==> config.mk <==
export PLATFORM = sky130hd
export DESIGN_NAME = cas_ctrl
export DESIGN_NICKNAME = d
export VERILOG_FILES = /design/src/rtl/cas_pkg.sv /design/src/rtl/cas_bus_if.sv /design/src/rtl/cas_cycle_gen.sv /design/src/rtl/cas_ctrl.sv
export SDC_FILE = /design/constraint.sdc
export NUM_CORES = 1
export LEC_CHECK = 0
export BUFFER_PORTS_ARGS = -buffer_cell sky130_fd_sc_hd__buf_2
export CAP_MARGIN = 30
export CORE_UTILIZATION = 35
export CTS_CLUSTER_SIZE = 12
export DETAILED_ROUTE_END_ITERATION = 10
export PLACE_DENSITY_LB_ADDON = 0.15
export RECOVER_POWER = 25
export SLEW_MARGIN = 20
export SYNTH_ARGS = -nofsm -noshare
export SYNTH_HDL_FRONTEND = slang
export SYNTH_SLANG_ARGS = --single-unit
==> constraint.sdc <==
create_clock -name mclk -period 7.8 [get_ports mclk]
set_clock_uncertainty 0.15 [all_clocks]
set_input_delay 0.39 -clock mclk [delete_from_list [all_inputs] [get_ports mclk]]
set_output_delay 0.39 -clock mclk [all_outputs]
set_load 0.05 [all_outputs]
==> src/rtl/cas_pkg.sv <==
// Package: constants and types for the processor address space control block.
// Assumes a single processor clock mclk at 100 MHz.
package cas_pkg;
  localparam int unsigned CAS_GPR_COUNT   = 16;
  localparam int unsigned CAS_WORD_W      = 16;
  localparam int unsigned CAS_NSEG_AW     = 16;
  localparam int unsigned CAS_SEG_AW      = 23;
  localparam int unsigned CAS_VEC_W       = 3;
  localparam logic [15:0] CAS_PSA_BASE    = 16'h0000;
  localparam logic [15:0] CAS_PSA_STRIDE  = 16'h0004;
  localparam logic [15:0] CAS_SP_RESET    = 16'h0000;
  localparam logic [15:0] CAS_FCW_RESET   = 16'h4000;
  localparam int unsigned CAS_FCW_SYS_BIT = 14;
  localparam logic [7:0]  CAS_REFRESH_RST = 8'h40;
  localparam int unsigned CAS_IO_WAITS    = 1;
  localparam int unsigned CAS_IO_CYCLES   = 4;
  localparam logic [2:0]  CAS_VEC_UNIMPL  = 3'h1;
  localparam logic [2:0]  CAS_VEC_PRIV    = 3'h2;
  localparam logic [2:0]  CAS_VEC_IRQ     = 3'h5;

  typedef enum logic [3:0] {
    CAS_ST_INTERNAL  = 4'h0,
    CAS_ST_REFRESH   = 4'h1,
    CAS_ST_IO        = 4'h2,
    CAS_ST_SPECIO    = 4'h3,
    CAS_ST_ACK       = 4'h4,
    CAS_ST_DATA      = 4'h8,
    CAS_ST_STACK     = 4'h9,
    CAS_ST_LATER_IF  = 4'hc,
    CAS_ST_FIRST_IF  = 4'hd
  } cas_status_t;

  typedef enum logic [2:0] {
    CAS_SZ_BYTE, CAS_SZ_WORD, CAS_SZ_LONG, CAS_SZ_QUAD, CAS_SZ_INSTR
  } cas_size_t;

  typedef enum logic [2:0] {
    CAS_OP_NONE, CAS_OP_DATA, CAS_OP_PUSH, CAS_OP_POP,
    CAS_OP_FETCH1, CAS_OP_FETCHN, CAS_OP_IO
  } cas_op_t;
endpackage

==> src/rtl/cas_bus_if.sv <==
// Interface: one bus request from the control core to the cycle generator.
// Assumes both ends on mclk.
`timescale 1ns/1ps
`default_nettype none
interface cas_bus_if;
  logic               req;
  logic               busy;
  cas_pkg::cas_op_t   op;
  logic [22:0]        addr;
  logic               write;
  logic               system;
  modport core (output req, output op, output addr, output write, output system, input busy);
  modport gen  (input req, input op, input addr, input write, input system, output busy);
endinterface
`default_nettype wire

==> src/rtl/cas_cycle_gen.sv <==
// Cycle generator: drives status, space and strobe for each bus cycle.
// Assumes requests from the core on mclk; I/O cycles take a fixed length.
`timescale 1ns/1ps
`default_nettype none
module cas_cycle_gen (
  input  wire logic        mclk,
  input  wire logic        rst,
  cas_bus_if.gen           bus,
  input  wire logic        refresh_due,
  output logic             refresh_done,
  output logic [3:0]       status_q,
  output logic             sys_space_q,
  output logic             code_space_q,
  output logic [22:0]      addr_q,
  output logic             strobe_q,
  output logic             write_q
);
  logic [2:0] cnt_q;

  function automatic logic [3:0] op_status(input cas_pkg::cas_op_t op);
    unique case (op)
      cas_pkg::CAS_OP_DATA:   op_status = cas_pkg::CAS_ST_DATA;
      cas_pkg::CAS_OP_PUSH,
      cas_pkg::CAS_OP_POP:    op_status = cas_pkg::CAS_ST_STACK;
      cas_pkg::CAS_OP_FETCH1: op_status = cas_pkg::CAS_ST_FIRST_IF;
      cas_pkg::CAS_OP_FETCHN: op_status = cas_pkg::CAS_ST_LATER_IF;
      cas_pkg::CAS_OP_IO:     op_status = cas_pkg::CAS_ST_IO;
      default:                op_status = cas_pkg::CAS_ST_INTERNAL;
    endcase
  endfunction

  assign bus.busy     = (cnt_q != 3'h0);
  assign refresh_done = (cnt_q == 3'h0) && !bus.req && refresh_due;

  // Memory cycles 3 cycles long, I/O gets one wait for 4 cycles
  always_ff @(posedge mclk or posedge rst) begin
    if (rst) begin
      cnt_q        <= 3'h0;
      status_q     <= cas_pkg::CAS_ST_INTERNAL;
      sys_space_q  <= 1'b1;
      code_space_q <= 1'b0;
      addr_q       <= 23'h0;
      strobe_q     <= 1'b0;
      write_q      <= 1'b0;
    end else if (cnt_q != 3'h0) begin
      cnt_q <= cnt_q - 3'h1;
      if (cnt_q == 3'h1) begin
        strobe_q <= 1'b0;
        status_q <= cas_pkg::CAS_ST_INTERNAL;
      end
    end else if (bus.req && bus.op != cas_pkg::CAS_OP_NONE) begin
      status_q     <= op_status(bus.op);
      sys_space_q  <= bus.system;
      code_space_q <= (bus.op == cas_pkg::CAS_OP_FETCH1) ||
                      (bus.op == cas_pkg::CAS_OP_FETCHN);
      addr_q       <= bus.addr;
      strobe_q     <= 1'b1;
      write_q      <= bus.write;
      cnt_q        <= (bus.op == cas_pkg::CAS_OP_IO) ?
                      3'(cas_pkg::CAS_IO_CYCLES) : 3'h3;
    end else if (refresh_due) begin
      status_q     <= cas_pkg::CAS_ST_REFRESH;
      code_space_q <= 1'b0;
      strobe_q     <= 1'b1;
      write_q      <= 1'b0;
      cnt_q        <= 3'h3;
    end
  end

  a_io_four_cycles: assert property (@(posedge mclk) disable iff (rst)
    ($rose(strobe_q) && status_q == cas_pkg::CAS_ST_IO) |-> strobe_q[*4] ##1 !strobe_q)
    else $error("I/O cycle not four cycles");
endmodule
`default_nettype wire

==> src/rtl/cas_ctrl.sv <==
// Address space control core: registers, modes, stack, traps and vectoring.
// Assumes a decoder outside presents one operation per request with a handshake.
`timescale 1ns/1ps
`default_nettype none
module cas_ctrl (
  input  wire logic        mclk,
  input  wire logic        rst,
  input  wire logic        segmented,
  input  wire logic        op_valid,
  output logic             op_ready,
  input  wire logic [2:0]  op_kind,
  input  wire logic [2:0]  op_size,
  input  wire logic [22:0] op_addr,
  input  wire logic        op_write,
  input  wire logic        op_priv,
  input  wire logic        op_unimpl,
  input  wire logic        op_return,
  input  wire logic [3:0]  op_reg,
  input  wire logic [15:0] op_wdata,
  input  wire logic [3:0]  op_bit,
  input  wire logic        irq_pin,
  input  wire logic [15:0] mem_rdata,
  input  wire logic [7:0]  refresh_rate,
  input  wire logic        refresh_load,
  output logic [3:0]       bus_status_lines,
  output logic             sys_space_q,
  output logic             code_space_q,
  output logic [22:0]      addr_q,
  output logic             strobe_q,
  output logic             write_q,
  output logic [7:0]       lane_data_q,
  output logic             lane_hi_q,
  output logic             bit_value_q,
  output logic [15:0]      rd_data_q,
  output logic             system_mode_q,
  output logic [15:0]      pc_q,
  output logic [15:0]      sp_q,
  output logic             trap_q,
  output logic             size_err_q
);
  typedef enum logic [2:0] {
    CAS_S_IDLE, CAS_S_ACCESS, CAS_S_PUSH_PC, CAS_S_PUSH_FCW,
    CAS_S_LOAD_FCW, CAS_S_LOAD_PC, CAS_S_POP_FCW, CAS_S_POP_PC
  } cas_state_t;

  cas_state_t  state_q;
  logic [15:0] gpr_q [cas_pkg::CAS_GPR_COUNT];
  logic [15:0] fcw_q;
  logic [2:0]  vec_q;
  logic [7:0]  ref_rate_q;
  logic [7:0]  ref_cnt_q;
  logic        ref_due_q;
  logic        refresh_done;
  logic        irq_s1_q;
  logic        irq_s2_q;
  logic [15:0] sp_d;
  logic [22:0] eff_addr;
  logic        irq_take;
  logic        trap_take;
  logic        accept;
  logic        issued_q;
  logic        seq_done;
  logic [15:0] mem_cap_q;

  cas_bus_if bus ();

  cas_cycle_gen u_gen (
    .mclk         (mclk),
    .rst          (rst),
    .bus          (bus.gen),
    .refresh_due  (ref_due_q),
    .refresh_done (refresh_done),
    .status_q     (bus_status_lines),
    .sys_space_q  (sys_space_q),
    .code_space_q (code_space_q),
    .addr_q       (addr_q),
    .strobe_q     (strobe_q),
    .write_q      (write_q)
  );

  // Word, long and instruction accesses drop address bit zero
  function automatic logic [22:0] align(input logic [22:0] a, input logic [2:0] sz, input logic seg);
    logic [22:0] r;
    r = seg ? a : {7'h0, a[15:0]};
    if (sz != 3'(cas_pkg::CAS_SZ_BYTE))
      r[0] = 1'b0;
    align = r;
  endfunction

  function automatic logic [22:0] psa_addr(input logic [2:0] v, input logic [15:0] off);
    psa_addr = {7'h0, cas_pkg::CAS_PSA_BASE + 16'(v) * cas_pkg::CAS_PSA_STRIDE + off};
  endfunction

  assign eff_addr  = align(op_addr, op_size, segmented);
  assign irq_take  = irq_s2_q && state_q == CAS_S_IDLE && !bus.busy;
  assign trap_take = op_valid && (op_unimpl || (op_priv && !fcw_q[cas_pkg::CAS_FCW_SYS_BIT]));
  assign accept    = state_q == CAS_S_IDLE && !bus.busy && !irq_s2_q;
  assign op_ready  = accept;
  assign system_mode_q = fcw_q[cas_pkg::CAS_FCW_SYS_BIT];
  assign sp_q      = sp_d;
  assign sp_d      = gpr_q[15];
  assign pc_q      = gpr_q[14];
  assign seq_done  = issued_q && !bus.busy;

  // Sequence step: one bus cycle issued, then waited for
  always_ff @(posedge mclk or posedge rst) begin
    if (rst) begin
      issued_q <= 1'b0;
    end else if (state_q != CAS_S_IDLE && state_q != CAS_S_ACCESS) begin
      if (!issued_q && !bus.busy)
        issued_q <= 1'b1;
      else if (seq_done)
        issued_q <= 1'b0;
    end else begin
      issued_q <= 1'b0;
    end
  end

  // Read word captured each cycle while strobe stands outside refresh cycles, held once released since bus shows junk then
  always_ff @(posedge mclk or posedge rst) begin
    if (rst) begin
      mem_cap_q <= 16'h0000;
    end else if (strobe_q && bus_status_lines != cas_pkg::CAS_ST_REFRESH) begin
      mem_cap_q <= mem_rdata;
    end
  end

  always_ff @(posedge mclk or posedge rst) begin
    if (rst) begin
      irq_s1_q <= 1'b0;
      irq_s2_q <= 1'b0;
    end else begin
      irq_s1_q <= irq_pin;
      irq_s2_q <= irq_s1_q;
    end
  end

  // Refresh interval counter, software loaded rate
  always_ff @(posedge mclk or posedge rst) begin
    if (rst) begin
      ref_rate_q <= cas_pkg::CAS_REFRESH_RST;
      ref_cnt_q  <= cas_pkg::CAS_REFRESH_RST;
      ref_due_q  <= 1'b0;
    end else begin
      if (refresh_load && fcw_q[cas_pkg::CAS_FCW_SYS_BIT])
        ref_rate_q <= refresh_rate;
      if (ref_cnt_q == 8'h00) begin
        ref_cnt_q <= ref_rate_q;
        ref_due_q <= 1'b1;
      end else begin
        ref_cnt_q <= ref_cnt_q - 8'h01;
        if (refresh_done)
          ref_due_q <= 1'b0;
      end
    end
  end

  // Request to the cycle generator
  always_comb begin
    bus.req    = 1'b0;
    bus.op     = cas_pkg::CAS_OP_NONE;
    bus.addr   = 23'h0;
    bus.write  = 1'b0;
    bus.system = fcw_q[cas_pkg::CAS_FCW_SYS_BIT];
    unique case (state_q)
      CAS_S_IDLE: begin
        if (accept && op_valid && !trap_take && op_size != 3'(cas_pkg::CAS_SZ_QUAD)) begin
          bus.req   = op_kind != 3'(cas_pkg::CAS_OP_NONE);
          bus.op    = cas_pkg::cas_op_t'(op_kind);
          bus.write = op_write;
          if (op_kind == 3'(cas_pkg::CAS_OP_PUSH))
            bus.addr = align({7'h0, sp_d - 16'h0002}, cas_pkg::CAS_SZ_WORD, 1'b0);
          else if (op_kind == 3'(cas_pkg::CAS_OP_POP))
            bus.addr = {7'h0, sp_d};
          else if (op_kind == 3'(cas_pkg::CAS_OP_IO))
            bus.addr = {7'h0, op_addr[15:0]};
          else
            bus.addr = eff_addr;
        end
      end
      CAS_S_ACCESS: ;
      CAS_S_PUSH_PC, CAS_S_PUSH_FCW: begin
        bus.req    = !issued_q;
        bus.op     = cas_pkg::CAS_OP_PUSH;
        bus.write  = 1'b1;
        bus.system = 1'b1;
        bus.addr   = {7'h0, sp_d - 16'h0002};
      end
      CAS_S_LOAD_FCW, CAS_S_LOAD_PC: begin
        bus.req    = !issued_q;
        bus.op     = cas_pkg::CAS_OP_DATA;
        bus.system = 1'b1;
        bus.addr   = psa_addr(vec_q, state_q == CAS_S_LOAD_PC ? 16'h0002 : 16'h0000);
      end
      CAS_S_POP_FCW, CAS_S_POP_PC: begin
        bus.req    = !issued_q;
        bus.op     = cas_pkg::CAS_OP_POP;
        bus.system = 1'b1;
        bus.addr   = {7'h0, sp_d};
      end
      default: ;
    endcase
  end

  // Sequencer for entry, return and plain accesses
  always_ff @(posedge mclk or posedge rst) begin
    if (rst) begin
      state_q    <= CAS_S_IDLE;
      vec_q      <= 3'h0;
      trap_q     <= 1'b0;
      size_err_q <= 1'b0;
    end else begin
      trap_q     <= 1'b0;
      size_err_q <= 1'b0;
      unique case (state_q)
        CAS_S_IDLE: begin
          if (irq_take) begin
            vec_q   <= cas_pkg::CAS_VEC_IRQ;
            state_q <= CAS_S_PUSH_PC;
          end else if (accept && op_valid) begin
            if (op_unimpl) begin
              vec_q   <= cas_pkg::CAS_VEC_UNIMPL;
              trap_q  <= 1'b1;
              state_q <= CAS_S_PUSH_PC;
            end else if (trap_take) begin
              vec_q   <= cas_pkg::CAS_VEC_PRIV;
              trap_q  <= 1'b1;
              state_q <= CAS_S_PUSH_PC;
            end else if (op_size == 3'(cas_pkg::CAS_SZ_QUAD)) begin
              size_err_q <= 1'b1;
            end else if (op_return) begin
              state_q <= CAS_S_POP_FCW;
            end else if (bus.req) begin
              state_q <= CAS_S_ACCESS;
            end
          end
        end
        CAS_S_ACCESS:   if (!bus.busy) state_q <= CAS_S_IDLE;
        CAS_S_PUSH_PC:  if (seq_done) state_q <= CAS_S_PUSH_FCW;
        CAS_S_PUSH_FCW: if (seq_done) state_q <= CAS_S_LOAD_FCW;
        CAS_S_LOAD_FCW: if (seq_done) state_q <= CAS_S_LOAD_PC;
        CAS_S_LOAD_PC:  if (seq_done) state_q <= CAS_S_IDLE;
        CAS_S_POP_FCW:  if (seq_done) state_q <= CAS_S_POP_PC;
        CAS_S_POP_PC:   if (seq_done) state_q <= CAS_S_IDLE;
      endcase
    end
  end

  // Control word: entry sets system mode, loads and pops restore it
  always_ff @(posedge mclk or posedge rst) begin
    if (rst) begin
      fcw_q <= cas_pkg::CAS_FCW_RESET;
    end else if (state_q == CAS_S_PUSH_PC && !bus.busy && bus.req) begin
      fcw_q[cas_pkg::CAS_FCW_SYS_BIT] <= 1'b1;
    end else if ((state_q == CAS_S_LOAD_FCW || state_q == CAS_S_POP_FCW) && seq_done) begin
      fcw_q <= mem_cap_q;
    end
  end

  // Register file; r15 is stack pointer, r14 holds program counter
  always_ff @(posedge mclk or posedge rst) begin
    if (rst) begin
      for (int i = 0; i < cas_pkg::CAS_GPR_COUNT; i++)
        gpr_q[i] <= 16'h0000;
      gpr_q[15] <= cas_pkg::CAS_SP_RESET;
    end else begin
      if (accept && op_valid && !trap_take && op_kind == 3'(cas_pkg::CAS_OP_NONE) && op_write)
        gpr_q[op_reg] <= op_wdata;
      if (bus.req && !bus.busy && bus.op == cas_pkg::CAS_OP_PUSH)
        gpr_q[15] <= sp_d - 16'h0002;
      if (bus.req && !bus.busy && bus.op == cas_pkg::CAS_OP_POP)
        gpr_q[15] <= sp_d + 16'h0002;
      if ((state_q == CAS_S_LOAD_PC || state_q == CAS_S_POP_PC) && seq_done)
        gpr_q[14] <= mem_cap_q;
    end
  end

  // Read data, byte lane and bit extraction
  always_ff @(posedge mclk or posedge rst) begin
    if (rst) begin
      rd_data_q   <= 16'h0000;
      lane_data_q <= 8'h00;
      lane_hi_q   <= 1'b0;
      bit_value_q <= 1'b0;
    end else if (state_q == CAS_S_ACCESS && !bus.busy) begin
      rd_data_q <= mem_cap_q;
      // Even byte is the high-order byte
      lane_hi_q   <= !addr_q[0];
      lane_data_q <= addr_q[0] ? mem_cap_q[7:0] : mem_cap_q[15:8];
      if (op_size == 3'(cas_pkg::CAS_SZ_BYTE))
        bit_value_q <= mem_cap_q[{!addr_q[0], op_bit[2:0]}];
      else
        bit_value_q <= mem_cap_q[op_bit];
    end
  end

  a_entry_system: assert property (@(posedge mclk) disable iff (rst)
    (state_q == CAS_S_PUSH_FCW && $past(state_q) == CAS_S_PUSH_PC) |-> system_mode_q)
    else $error("Entry did not set system mode");
  a_priv_trap: assert property (@(posedge mclk) disable iff (rst)
    (accept && op_valid && op_priv && !op_unimpl && !system_mode_q) |=> trap_q && vec_q == cas_pkg::CAS_VEC_PRIV)
    else $error("Privileged op in normal mode not trapped");
  a_unimpl_trap: assert property (@(posedge mclk) disable iff (rst)
    (accept && op_valid && op_unimpl) |=> trap_q && state_q == CAS_S_PUSH_PC)
    else $error("Unimplemented op not trapped");
  a_word_even: assert property (@(posedge mclk) disable iff (rst)
    ($rose(strobe_q) && bus_status_lines inside {cas_pkg::CAS_ST_FIRST_IF, cas_pkg::CAS_ST_LATER_IF,
     cas_pkg::CAS_ST_STACK}) |-> !addr_q[0])
    else $error("Word access at odd address");
  a_push_down: assert property (@(posedge mclk) disable iff (rst)
    (bus.req && !bus.busy && bus.op == cas_pkg::CAS_OP_PUSH) |=> sp_q == $past(sp_q) - 16'h0002 && addr_q[15:0] == sp_q)
    else $error("Push did not predecrement stack pointer");
  a_quad_refused: assert property (@(posedge mclk) disable iff (rst)
    (accept && op_valid && !trap_take && op_size == 3'(cas_pkg::CAS_SZ_QUAD)) |=>
     size_err_q && !(strobe_q && bus_status_lines != cas_pkg::CAS_ST_REFRESH))
    else $error("Quad access reached memory");
  a_code_space: assert property (@(posedge mclk) disable iff (rst)
    $rose(strobe_q) |-> code_space_q == (bus_status_lines inside {cas_pkg::CAS_ST_FIRST_IF, cas_pkg::CAS_ST_LATER_IF}))
    else $error("Code space tag mismatch");
  a_nseg_range: assert property (@(posedge mclk) disable iff (rst)
    (!segmented && $rose(strobe_q) && bus_status_lines != cas_pkg::CAS_ST_REFRESH) |->
     addr_q[22:16] == 7'h0)
    else $error("Nonsegmented address exceeds 64K");
endmodule
`default_nettype wire

==> metrics.md <==
| Metric | Value |
|---|---|
| Mapped Avg Cell Area | `9.901 um^2` |
| Initial Util | `35.97%` |
| N_diodes | `0` |
| Hold Path End | `u_gen.addr_q[18]` |
| Net Sw Frac | `46.68%` |
| Clock share of power | `23.1%` |
| Required @ worst endpoint | `7.96 ns` |
| Die Ht | `149.7 um` |
| DRC viols | `0` |
| Area Growth Syn to Fin | `21.77%` |
| Crit share post-route | `45.75%` |
| Fmax | `280.2 MHz` |
| VDD IR max | `0.1913 mV` |
| Core footprint | `0.02122 mm^2` |
| Setup TNS | `0 ns` |
| Unrepaired setup endpoints after global routing | `false` |
| Initial drt markers | `384` |
| Root Buffer | `clkbuf_16` |
| Port bufs | `179` |
| HP Class | `input pin to register` |
| Max-slew violation count | `59` |
| First drt pass iteration count | `9` |
| First-pass GRT wire length | `35570 um` |
| Cell Pwr Density | `408.2 mW/mm^2` |
| Worst-path clk slew | `0.06 ns` |
| Rows | `53` |
| Clock latency on the worst-skew pair | `0.43 ns` |
| CP bufs+invs | `1` |
| Total Routing Usage GR | `20.93%` |
| Vias | `6350` |
| Syn nets | `865` |
| Crit path DAT | `3.73 ns` |
| Final WL | `23010 um` |
| Post-DP HPWL | `16810 um` |
| R2R Path Start | `u_gen.cnt_q[0]` |
| Yosys warnings | `0` |
| Nets@finish | `1022` |
| FF+latch count, synth | `137` |
| Worst hold start | `op_addr[18]` |
| Vias in the first global route | `6225` |
| Number of setup violations in the final report | `0` |
| Slew HR | `-72.60%` |
| Synth Flop Type | `dfrtp_1` |
| Total congestion overflow | `0` |
| Ports | `180` |
| CP Launch Type | `register` |
| Status | `complete, but fails checks` |
| Largest net degree at the start of global routing | `59` |
| Max stage delay cell, worst path | `and3_1` |
| Total of max-cap violations | `1` |
| Number of non-filler instances in the completed layout | `1216` |
| Violated checks | `capacitance limit, slew limit` |
| Inst Count DP | `1182` |
| Post-layout min period | `3.569 ns` |
| Ratio of cells with drive above 1 in the final layout | `29.65%` |
| Post-CTS Resized | `0` |
| CP Capture Type | `register` |
| Cells after synthesis | `771` |
| Reg2reg setup slack | `4.23 ns` |
| Hold Path Cell Cnt | `3` |
| Synth unique cells | `75` |
| CP Cell Sequence | `inv_1, ha_1, nor2b_1, and3_1, a41oi_4, nor3_2, a31oi_1, o221a_2` |
| Type of the worst setup path | `register to register` |
| Flop pwr share | `33.6%` |
| Post-synth EDFFs | `0` |
| Final GP Congestion | `0.8549` |
| CP delay by family, top | `simple AND/OR/NAND/NOR gates` |
| Initial antenna violation count | `0` |
| CTS Buffer Depth | `2` |
| Fraction of registers with async set/reset | `100.0%` |
| Cell Area, Synth | `0.007634 mm^2` |
| R2r worst-path depth | `8` |
| Psw | `1.771 mW` |
| DR WL/cell | `18.92 um` |
| Comb power frac | `43.3%` |
| Worst Tran Pin Value | `2.575 ns` |
| Peak fanout along the critical path | `17` |
| Worst stage delay on the critical path | `0.72 ns` |
| Vias/cell | `5.222` |
| Register area share after synthesis | `44.98%` |
| Die Wd | `149.7 um` |
| Hold Fails Final Rpt | `0` |
| ANT nets after route | `0` |
| Leakage power | `4.140 nW` |
| H-tree Lvls | `4` |
| CTS tree | `built` |
| FF-to-FF End | `sp_q[12]` |
| TritonCTS buffer count | `17` |
| Clk sink count | `137` |
| Internal Power | `2.023 mW` |
| DIE AREA | `0.02240 mm^2` |
| Hold WS | `0.03394 ns` |
-- worst min-delay path: cells and delay by family --
kind / cells / cell delay, ns
and+or+nand+nor: 2 / 0.11
buffers and inverters: 1 / 0.08
-- registers in the layout (all words and copies together), names as in the netlist, 3 cells and up --
signal / count
rd_data_q: 16
ref_cnt_q: 8
mem_cap_q: 16
u_gen.addr_q: 23
lane_data_q: 8
ref_rate_q: 8
pc_q: 16
u_gen.cnt_q: 3
sp_q: 16
u_gen.status_q: 4
vec_q: 3
state_q: 3
-- layer usage --
metal	GRT usage, %	up-vias	wire [um]
li1	-	3075	-
met1	29.49	3038	10860
met2	31.53	221	10290
met3	6.067	16	1675
met4	4.848	0	184
met5	0	-	0
-- cell usage in the layout, fill, tap and decap left out, drive strengths merged, types with 9 or more instances in the layout --
| master | instances |
|---|---|
| xnor2 | 27 |
| nor2 | 57 |
| and3 | 9 |
| a21oi | 35 |
| nand2 | 97 |
| mux2 | 43 |
| nand3 | 29 |
| nor3 | 17 |
| mux2i | 29 |
| a211oi | 14 |
| buf | 163 |
| clkbuf | 41 |
| dfrtp | 133 |
| inv | 30 |
| nor4 | 17 |
| o21ai | 67 |
-- cells in the mapped netlist, drive strengths merged (8+ instances only) --
| cell | count | area share, % |
|---|---|---|
| inv | 23 | 1.1 |
| and3 | 9 | 0.74 |
| nor3 | 17 | 1.2 |
| mux2 | 43 | 6.3 |
| buf | 23 | 2.3 |
| mux2i | 29 | 3.8 |
| a211oi | 14 | 1.4 |
| nor2 | 57 | 2.9 |
| clkbuf | 28 | 1.4 |
| xor2 | 8 | 0.92 |
| nor4 | 17 | 2.4 |
| nand3 | 29 | 2.1 |
| o21ai | 67 | 4.4 |
| dfrtp | 133 | 44 |
| nand2 | 97 | 4.8 |
| xnor2 | 27 | 3.1 |
| or3 | 8 | 0.66 |
| a31oi | 8 | 1.1 |
| a21oi | 35 | 2.3 |
-- final cells by class --
class | count | area [um^2]
inverters | 23 | 87.58
multi-input cells | 560 | 3845
well taps | 275 | 344.1
fillers | 2112 | 11930
clock buffers | 17 | 425.4
repair buffers | 189 | 958.4
clock inverters | 15 | 201.4
flip-flops and latches | 137 | 3433
-- logic make-up (layout without fill, tap and decap cells) --
logic type      after synthesis  in the layout  synth area share [%]
buf+inv                      74            244                 4.835
mux                          77             77                 11.62
simple gates                267            267                 17.92
fa+ha+maj                     7              7                 1.147
compound gates              174            174                 15.49
flops                       137            137                 44.98
xor+xnor                     35             35                 4.016
-- power groups by stage --
| stage | combinational (mW) | clock, mW | sequential, mW |
|---|---|---|---|
| 6_report | 1.64 | 0.876 | 1.28 |
| 5_1_grt | 1.78 | 0.921 | 1.32 |
| 4_1_cts | 1.66 | 0.895 | 1.28 |
| 3_5_place_dp | 1.65 | 0 | 1.29 |
| 3_3_place_gp | 1.64 | 0 | 1.28 |
| 2_1_floorplan | 0.891 | 0 | 1.61 |
-- metrics by stage --
stage	utilization, %	setup WS (ns)	area, um^2	power (mW)
4_1_cts	43.96	4.226	9329	3.832
3_5_place_dp	40.91	4.242	8682	2.941
6_report	43.80	4.231	9295	3.794
2_1_floorplan	-	3.599	7634	2.505
5_1_grt	43.80	3.886	9295	4.019
3_3_place_gp	40.82	4.320	8662	2.927
-- worst max path at each step --
stage | slack (ns) | startpoint | endpoint | cells after the start
after floorplan | 3.60 | rst | bit_value_q | 1
final | 4.23 | u_gen.cnt_q[0] | sp_q[12] | 8
after detailed placement | 4.24 | u_gen.cnt_q[0] | sp_q[12] | 8
after global placement | 4.32 | u_gen.cnt_q[0] | sp_q[12] | 8
after global routing | 3.89 | u_gen.cnt_q[0] | sp_q[12] | 8
after CTS | 4.23 | u_gen.cnt_q[0] | sp_q[12] | 8
-- what timing repair did --
item / 4_1_cts / 5_1_grt
buffers inserted: 0 / 0
hold buffers: 2 / 0
hold endpoints to repair: 56 / 0
(Power assumes the default switching activity.)
